<file path="src/core/rts_pkg.sv">
package rts_pkg;
  // Register byte offsets
  localparam logic [7:0] OFF_INT_EN = 8'h00;
  localparam logic [7:0] OFF_INT_EDGE = 8'h04;
  localparam logic [7:0] OFF_CTL_EN = 8'h08;
  localparam logic [7:0] OFF_CTL_EDGE = 8'h0c;
  localparam logic [7:0] OFF_POST_LEN = 8'h10;
  localparam logic [7:0] OFF_STATUS = 8'h14;
  localparam int REG_ADDR_W = 8;
  // Reset values
  localparam logic [7:0] RST_INT_EN = 8'h03;
  localparam logic [7:0] RST_INT_EDGE = 8'h00;
  localparam logic [7:0] RST_CTL_EN = 8'h00;
  localparam logic [7:0] RST_CTL_EDGE = 8'h00;
  localparam int POST_W = 6;
  localparam logic [5:0] RST_POST_LEN = 6'h05;
  localparam logic [5:0] POST_LEN_MAX = 6'h26;
  // Status register bits
  localparam int STATUS_FULL_BIT = 0;
  localparam int STATUS_BUSY_BIT = 1;
  // Source vector layout
  localparam int N_INT = 4;
  localparam int N_CTL = 8;
  localparam int N_SRC = N_INT + N_CTL;

  typedef enum logic [1:0] {
    RTS_ARMED = 2'b00,
    RTS_POST = 2'b01,
    RTS_FULL = 2'b10
  } rts_rec_e;
endpackage

</file>
<file path="src/core/rts_reg_if.sv">
`timescale 1ns/1ps
interface rts_reg_if;
  logic [7:0] addr;
  logic wr_en;
  logic [31:0] wdata;
  logic [31:0] rdata;
  modport bus_side (output addr, output wr_en, output wdata, input rdata);
  modport reg_side (input addr, input wr_en, input wdata, output rdata);
endinterface

</file>
<file path="src/core/rts_ahb_slave.sv">
`timescale 1ns/1ps
module rts_ahb_slave
  import rts_pkg::*;
(
  input wire logic clk,
  input wire logic srst,
  input wire logic hsel,
  input wire logic [31:0] haddr,
  input wire logic [1:0] htrans,
  input wire logic hwrite,
  input wire logic [2:0] hsize,
  input wire logic [31:0] hwdata,
  input wire logic hready,
  output logic hreadyout,
  output logic [31:0] hrdata,
  output logic hresp,
  rts_reg_if.bus_side bus
);
  typedef struct packed {
    logic [7:0] addr;
    logic mapped;
    logic write;
    logic pending;
    logic readyout;
    logic [31:0] rdata;
  } rts_ahb_s;

  rts_ahb_s r;
  rts_ahb_s next_r;
  logic accept;

  // Only whole-word transfers are issued, so hsize is not decoded
  assign accept = hsel && htrans[1] && hready && r.readyout;
  assign bus.addr = r.addr;
  assign bus.wr_en = r.pending && r.write && r.mapped;
  assign bus.wdata = hwdata;

  always_comb begin
    next_r = r;
    if (accept) begin
      next_r.addr = haddr[7:0];
      next_r.mapped = (haddr[31:REG_ADDR_W] == 24'h000000) && (haddr[1:0] == 2'h0);
      next_r.write = hwrite;
      next_r.pending = 1'b1;
      next_r.readyout = 1'b0;
    end else if (r.pending) begin
      // One wait state so read data leaves a flop
      next_r.pending = 1'b0;
      next_r.readyout = 1'b1;
      next_r.rdata = (r.mapped && !r.write) ? bus.rdata : 32'h00000000;
    end
  end

  always_ff @(posedge clk) begin
    if (srst) begin
      r <= '{addr: 8'h00, mapped: 1'b0, write: 1'b0, pending: 1'b0,
             readyout: 1'b1, rdata: 32'h00000000};
    end else begin
      r <= next_r;
    end
  end

  assign hreadyout = r.readyout;
  assign hrdata = r.rdata;
  assign hresp = 1'b0;
endmodule // rts_ahb_slave

</file>
<file path="src/core/rts_trigger_select.sv">
// Design decisions made here: the address map and the AHB-Lite interface to the registers.
`timescale 1ns/1ps
// Contract
// - Enable bits 0,1 pick low/high-set stages
// - Bits 2,3 pick harmonic blocks; reset 3
// - Internal edge bits: set falling, clear rising
// - Control enable bits 0..4 pick external inputs
// - Bits 5..7 pick intermodular signals; reset 0
// - Control edge bits: set falling, clear rising
// - Record post length cycles, reset five
// - Status full; write zero clears, one ignored
module rts_trigger_select
  import rts_pkg::*;
#(
  parameter int POST_MAX = int'(POST_LEN_MAX)
) (
  input wire logic clk,
  input wire logic srst,
  input wire logic hsel,
  input wire logic [31:0] haddr,
  input wire logic [1:0] htrans,
  input wire logic hwrite,
  input wire logic [2:0] hsize,
  input wire logic [31:0] hwdata,
  input wire logic hready,
  output logic hreadyout,
  output logic [31:0] hrdata,
  output logic hresp,
  input wire logic low_set_stage,
  input wire logic high_set_stage,
  input wire logic second_harmonic_block,
  input wire logic fifth_harmonic_block,
  input wire logic ext_control_in_1,
  input wire logic ext_control_in_2,
  input wire logic ext_control_in_3,
  input wire logic ext_control_in_4,
  input wire logic ext_control_in_5,
  input wire logic intermodule_ctrl_1,
  input wire logic intermodule_ctrl_2,
  input wire logic intermodule_ctrl_3,
  output logic record_start,
  output logic recording_active,
  output logic recording_full,
  output logic memory_clear
);
  generate
    if (POST_MAX < 1 || POST_MAX > 63) begin : g_bad_post
      $error("POST_MAX must fit the six-bit length field");
    end
  endgenerate

  typedef struct packed {
    logic [7:0] int_en;
    logic [7:0] int_edge;
    logic [7:0] ctl_en;
    logic [7:0] ctl_edge;
    logic [POST_W-1:0] post_len;
    logic [N_CTL-1:0] ctl_meta;
    logic [N_CTL-1:0] ctl_sync;
    logic [N_SRC-1:0] src_prev;
    logic primed;
    rts_rec_e rec;
    logic [POST_W-1:0] post_cnt;
    logic record_start;
    logic recording_active;
    logic recording_full;
    logic memory_clear;
  } rts_main_s;

  rts_main_s r;
  rts_main_s next_r;
  rts_reg_if bus ();

  logic [N_INT-1:0] int_in;
  logic [N_CTL-1:0] ctl_in;
  logic [N_SRC-1:0] src_cur;
  logic [N_SRC-1:0] src_en;
  logic [N_SRC-1:0] src_fall_sel;
  logic [N_SRC-1:0] src_hit;
  logic trig;
  logic wr_status;
  logic clr;

  rts_ahb_slave u_slave (
    .clk(clk),
    .srst(srst),
    .hsel(hsel),
    .haddr(haddr),
    .htrans(htrans),
    .hwrite(hwrite),
    .hsize(hsize),
    .hwdata(hwdata),
    .hready(hready),
    .hreadyout(hreadyout),
    .hrdata(hrdata),
    .hresp(hresp),
    .bus(bus.bus_side)
  );

  // Protection stages share this clock; control inputs come from pins
  assign int_in = {fifth_harmonic_block, second_harmonic_block, high_set_stage,
                   low_set_stage};
  assign ctl_in = {intermodule_ctrl_3, intermodule_ctrl_2, intermodule_ctrl_1,
                   ext_control_in_5, ext_control_in_4, ext_control_in_3,
                   ext_control_in_2, ext_control_in_1};
  assign src_cur = {r.ctl_sync, int_in};
  assign src_en = {r.ctl_en, r.int_en[N_INT-1:0]};
  assign src_fall_sel = {r.ctl_edge, r.int_edge[N_INT-1:0]};

  genvar gi;
  generate
    for (gi = 0; gi < N_SRC; gi++) begin : g_edge
      assign src_hit[gi] = src_en[gi] && (src_fall_sel[gi] ?
                           (r.src_prev[gi] && !src_cur[gi]) :
                           (!r.src_prev[gi] && src_cur[gi]));
    end
  endgenerate

  // Upper internal enable bits are stored but select nothing
  assign trig = r.primed && (|src_hit);
  assign wr_status = bus.wr_en && (bus.addr == OFF_STATUS);
  assign clr = wr_status && !bus.wdata[0];

  always_comb begin
    case (bus.addr)
      OFF_INT_EN: bus.rdata = {24'h000000, r.int_en};
      OFF_INT_EDGE: bus.rdata = {24'h000000, r.int_edge};
      OFF_CTL_EN: bus.rdata = {24'h000000, r.ctl_en};
      OFF_CTL_EDGE: bus.rdata = {24'h000000, r.ctl_edge};
      OFF_POST_LEN: bus.rdata = {26'h0, r.post_len};
      OFF_STATUS: bus.rdata = {30'h0, r.recording_active,
                               r.recording_full};
      default: bus.rdata = 32'h00000000;
    endcase
  end

  always_comb begin
    next_r = r;
    next_r.ctl_meta = ctl_in;
    next_r.ctl_sync = r.ctl_meta;
    next_r.src_prev = src_cur;
    // First cycle after reset has no valid previous sample
    next_r.primed = 1'b1;
    next_r.record_start = 1'b0;
    next_r.memory_clear = 1'b0;
    if (bus.wr_en) begin
      case (bus.addr)
        OFF_INT_EN: next_r.int_en = bus.wdata[7:0];
        OFF_INT_EDGE: next_r.int_edge = bus.wdata[7:0];
        OFF_CTL_EN: next_r.ctl_en = bus.wdata[7:0];
        OFF_CTL_EDGE: next_r.ctl_edge = bus.wdata[7:0];
        OFF_POST_LEN: begin
          if (int'(bus.wdata[POST_W-1:0]) <= POST_MAX && bus.wdata[31:POST_W] == 26'h0) begin
            next_r.post_len = bus.wdata[POST_W-1:0];
          end
        end
        default: ;
      endcase
    end
    if (clr) begin
      next_r.rec = RTS_ARMED;
      next_r.recording_full = 1'b0;
      next_r.recording_active = 1'b0;
      next_r.memory_clear = 1'b1;
    end
    // A trigger in the clearing cycle still starts a fresh recording
    if ((clr || r.rec == RTS_ARMED) && trig) begin
      next_r.record_start = 1'b1;
      if (r.post_len == 6'h00) begin
        next_r.rec = RTS_FULL;
        next_r.recording_full = 1'b1;
      end else begin
        next_r.rec = RTS_POST;
        next_r.post_cnt = r.post_len;
        next_r.recording_active = 1'b1;
      end
    end else if (!clr) begin
      case (r.rec)
        RTS_ARMED: ;
        RTS_POST: begin
          next_r.post_cnt = r.post_cnt - 6'h01;
          if (r.post_cnt == 6'h01) begin
            next_r.rec = RTS_FULL;
            next_r.recording_active = 1'b0;
            next_r.recording_full = 1'b1;
          end
        end
        RTS_FULL: ;
        default: next_r.rec = RTS_ARMED;
      endcase
    end
  end

  always_ff @(posedge clk) begin
    if (srst) begin
      r <= '{int_en: RST_INT_EN, int_edge: RST_INT_EDGE, ctl_en: RST_CTL_EN,
             ctl_edge: RST_CTL_EDGE, post_len: RST_POST_LEN, ctl_meta: '0,
             ctl_sync: '0, src_prev: '0, primed: 1'b0, rec: RTS_ARMED,
             post_cnt: '0, record_start: 1'b0, recording_active: 1'b0,
             recording_full: 1'b0, memory_clear: 1'b0};
    end else begin
      r <= next_r;
    end
  end

  assign record_start = r.record_start;
  assign recording_active = r.recording_active;
  assign recording_full = r.recording_full;
  assign memory_clear = r.memory_clear;
endmodule // rts_trigger_select

</file>
<file path="config.mk">
export PLATFORM = sky130hd
export DESIGN_NAME = rts_trigger_select
export DESIGN_NICKNAME = d
export VERILOG_FILES = /design/src/core/rts_pkg.sv /design/src/core/rts_reg_if.sv /design/src/core/rts_ahb_slave.sv /design/src/core/rts_trigger_select.sv
export SDC_FILE = /design/constraint.sdc
export NUM_CORES = 1
export LEC_CHECK = 0
export BUFFER_PORTS_ARGS = -buffer_cell sky130_fd_sc_hd__buf_4
export CORE_ASPECT_RATIO = 0.75
export CORE_MARGIN = 2
export CORE_UTILIZATION = 35
export DETAILED_ROUTE_END_ITERATION = 6
export GPL_ROUTABILITY_DRIVEN = 0
export HOLD_SLACK_MARGIN = 0.1
export PLACE_DENSITY = 0.66
export SYNTH_ARGS = -nofsm -noshare
export SYNTH_HDL_FRONTEND = slang
export SYNTH_SLANG_ARGS = --single-unit
</file>
<file path="constraint.sdc">
create_clock -name clk -period 4.5 [get_ports clk]
set_input_delay 0.675 -clock clk [delete_from_list [all_inputs] [get_ports clk]]
set_output_delay 0.675 -clock clk [all_outputs]
set_load 0.01 [all_outputs]
</file>
==> metrics.md <==
| Metric | Value |
|---|---|
| Status | completed |
| Total negative slack | 0 ns |
| First-pass GRT wire length | 18,220 um |
| Post-synthesis adder-cell area fraction | 0.5435% |
| Antenna violations before repair | 0 |
| # clock sinks | 99 |
| Xor and xnor fraction of the mapped netlist area | 0% |
| Max Clk Rate | 307.4 MHz |
| Startpoint Class | flip-flop |
| Power Dens Cells | 359.5 nW/um^2 |
| DR WL/cell | 14.75 um |
| Post-CTS Setup Bufs | 0 |
| #FFs+latches synth | 99 |
| Initial Util | 35.62% |
| Yosys cell types | 56 |
| Endpoints failing setup | 0 |
| Post-route ant nets | 0 |
| Maxcap violations | 0 |
| Post-synthesis compound-gate area fraction | 13.13% |
| Cts hold-fix bufs | 0 |
| Dpl cell area | 5290 um^2 |
| Synth warn | 0 |
| Die area | 14,100 um^2 |
| Slew @ Worst Pin | 0.8381 ns |
| Hold Vio Cnt, Final | 0 |
| Port Buf Inserts | 94 |
| Clk_lat worst skew | 0.35 ns |
| Tmin final | 3.253 ns |
| Leak Pwr | 2.184 nW |
| Clock root cell | clkbuf_16 |
| Post-route DRC | 0 |
| Hold Crit Class | flip-flop to flip-flop |
| Most common cell after layout, fill and taps aside | dfxtp_1 |
| Worst-path clk slew | 0.07 ns |
| Post-Syn Area | 4604 um^2 |
| Post-synth ARST share | 0% |
| Worst Path Arrival | 3.46 ns |
| Fin crit share | 72.29% |
| Highest-count cells in the layout ignoring fill and taps | 99 x dfxtp_1, 95 x buf_4, 49 x nand2_1, 47 x nor2_1, 44 x mux2i_1 |
| Antenna Cells | 0 |
| Largest family of logic cells by synthesized area | simple AND/OR/NAND/NOR gates |
| H-tree levels | 3 |
| Total Wirelength | 11,240 um |
| Worst endpoint required time | 4.71 ns |
| Die Width | 136.4 um |
| Endpoint class of the critical path | flip-flop |
| Drt via density | 5.017 |
| R2r worst-path depth | 7 |
| Mux cell area share after synthesis | 9.565% |
| Type of the worst setup path | flip-flop to flip-flop |
| Slew Limit Fails | 0 |
| Post-CTS Resized | 0 |
| Slew margin rel. | 44.05% |
| RSZ-0062 raised after global routing | false |
| Pin count of the biggest net entering global routing | 50 |
| Gr ovfl total | 0 |
| TritonRoute pass-1 iters | 5 |
| Syn Inst Count | 508 |
| Area Overhead vs Synth | 22.31% |
| GRT Util Overall | 16.56% |
| DP HPWL | 8225 um |
| FP Rows | 36 |
| 1st-iter DRT viols | 190 |
| Maximum VDD drop | 0.2177 mV |
| Post-route cell area | 5632 um^2 |
| Post-Synth Simple-Gate Area | 25.79% |
| Total CTS buffers | 9 |
| Final clock skew | 0.009701 ns |
| Number of global-route vias before repair | 3,590 |
| Hold-critical path depth | 1 |
| Core Area | 12,930 um^2 |
| Sequential area share after synthesis | 43.04% |
| Ratio of cells with drive above 1 in the final layout | 21.49% |
| Primary flip-flop cell chosen by synthesis mapping | dfxtp_1 |
| DIE HEIGHT | 103.3 um |
| Max FO, Critical Path | 19 |
| Syn Area/Cell | 9.064 um^2 |
| CTS Buffer Depth | 2 |
| IO Pins | 124 |
| Vias | 3,823 |
| CTS tree | yes |
| EDFF count, synth | 0 |
| Post-layout net count | 674 |
## per-stage QoR
stage | worst slack [ns] | total power [mW] | hold slack (ns) | util (%) | std cells
finish | 1.247 | 2.024 | 0.4361 | 43.56 | 762
global route | 0.9798 | 2.105 | 0.4562 | 43.56 | 762
CTS | 1.326 | 2.042 | 0.4402 | 43.56 | 762
detailed placement | 1.341 | 1.165 | 0.4246 | 40.92 | 746
global placement | 1.410 | 1.157 | 0.4199 | 40.92 | 746
floorplan | 2.268 | 1.087 | 0.4138 | - | 532
## synthesized netlist by cell type (all sizes together), types with 2 or more instances
cell,number,area share [%]
nor3,5,0.54
inv,7,0.57
nor2b,30,4.1
o32ai,3,0.57
a22oi,5,0.82
nand4,5,0.82
buf,38,6.1
nand2,49,4.0
dfxtp,99,43
nand3,6,0.76
and3b,10,1.9
o211ai,6,0.98
o22ai,4,0.68
clkbuf,14,1.1
nand2b,3,0.41
o21ai,26,2.8
nor3b,11,1.8
mux2i,44,9.6
a211oi,3,0.49
and2,3,0.41
a221oi,2,0.38
a31oi,2,0.41
and4,3,0.57
nor4,17,2.8
and4b,2,0.43
nor2,52,5.1
or3,6,0.82
nor4bb,2,0.43
a2111oi,2,0.92
a21oi,31,3.4
ha,2,0.54
a22o,5,0.95
## power breakdown
part | internal [mW] | switching, mW | total (mW)
clock | 0.545 | 0.332 | 0.877
sequential | 0.903 | 0.0227 | 0.925
combinational | 0.104 | 0.118 | 0.222
total | 1.55 | 0.473 | 2.02
## metal layers
metal / routed length [um] / track usage, %
met5: 0 / 0
met4: 123 / 5.128
met3: 705 / 3.752
met2: 5099 / 26.90
met1: 5309 / 22.15
## flip-flops by register name, indices dropped and copies added, names as in the netlist
| register | cells |
|---|---|
| memory_clear | 1 |
| u_slave.hrdata | 8 |
| u_slave.hreadyout | 1 |
| record_start | 1 |
| next_r | 16 |
| r | 59 |
| u_slave.bus.addr | 8 |
| recording_active | 1 |
| u_slave.r | 3 |
| recording_full | 1 |
## final cells by class
type	instances	area (um^2)
inverters	8	30.03
repair buffers	95	713.2
flip-flops and latches	99	1982
clock inverters	6	112.6
clock buffers	10	229.0
multi-input cells	373	2351
well taps	171	214.0
fillers	1243	7296
## worst max-delay path, stage by stage (launching register included)
cell,delay [ns]
dfxtp_1,0.87
nand4_2,0.52
nor4_4,0.46
o21ai_1,0.12
a31oi_2,0.51
a31oi_1,0.23
a221oi_1,0.32
a211oi_1,0.09
## logic make-up (layout without fill, tap and decap cells)
group / Yosys count / after routing
other: 1 / 25
adder cells (fa/ha/maj): 2 / 2
buffers and inverters: 60 / 119
flip-flops: 99 / 99
AO/OA/AOI/OAI: 93 / 93
multiplexers: 44 / 44
AND/OR/NAND/NOR: 209 / 209
## worst paths after layout
path	from	endpoint	slack [ns]
setup / recovery	u_slave.bus.addr[2]	r[4]	1.25
hold / removal	next_r[26]	next_r[18]	0.44
setup reg to reg	u_slave.bus.addr[2]	r[4]	1.25
hold reg to reg	next_r[26]	next_r[18]	0.44
No activity file was read; power rests on OpenSTA's default activity.
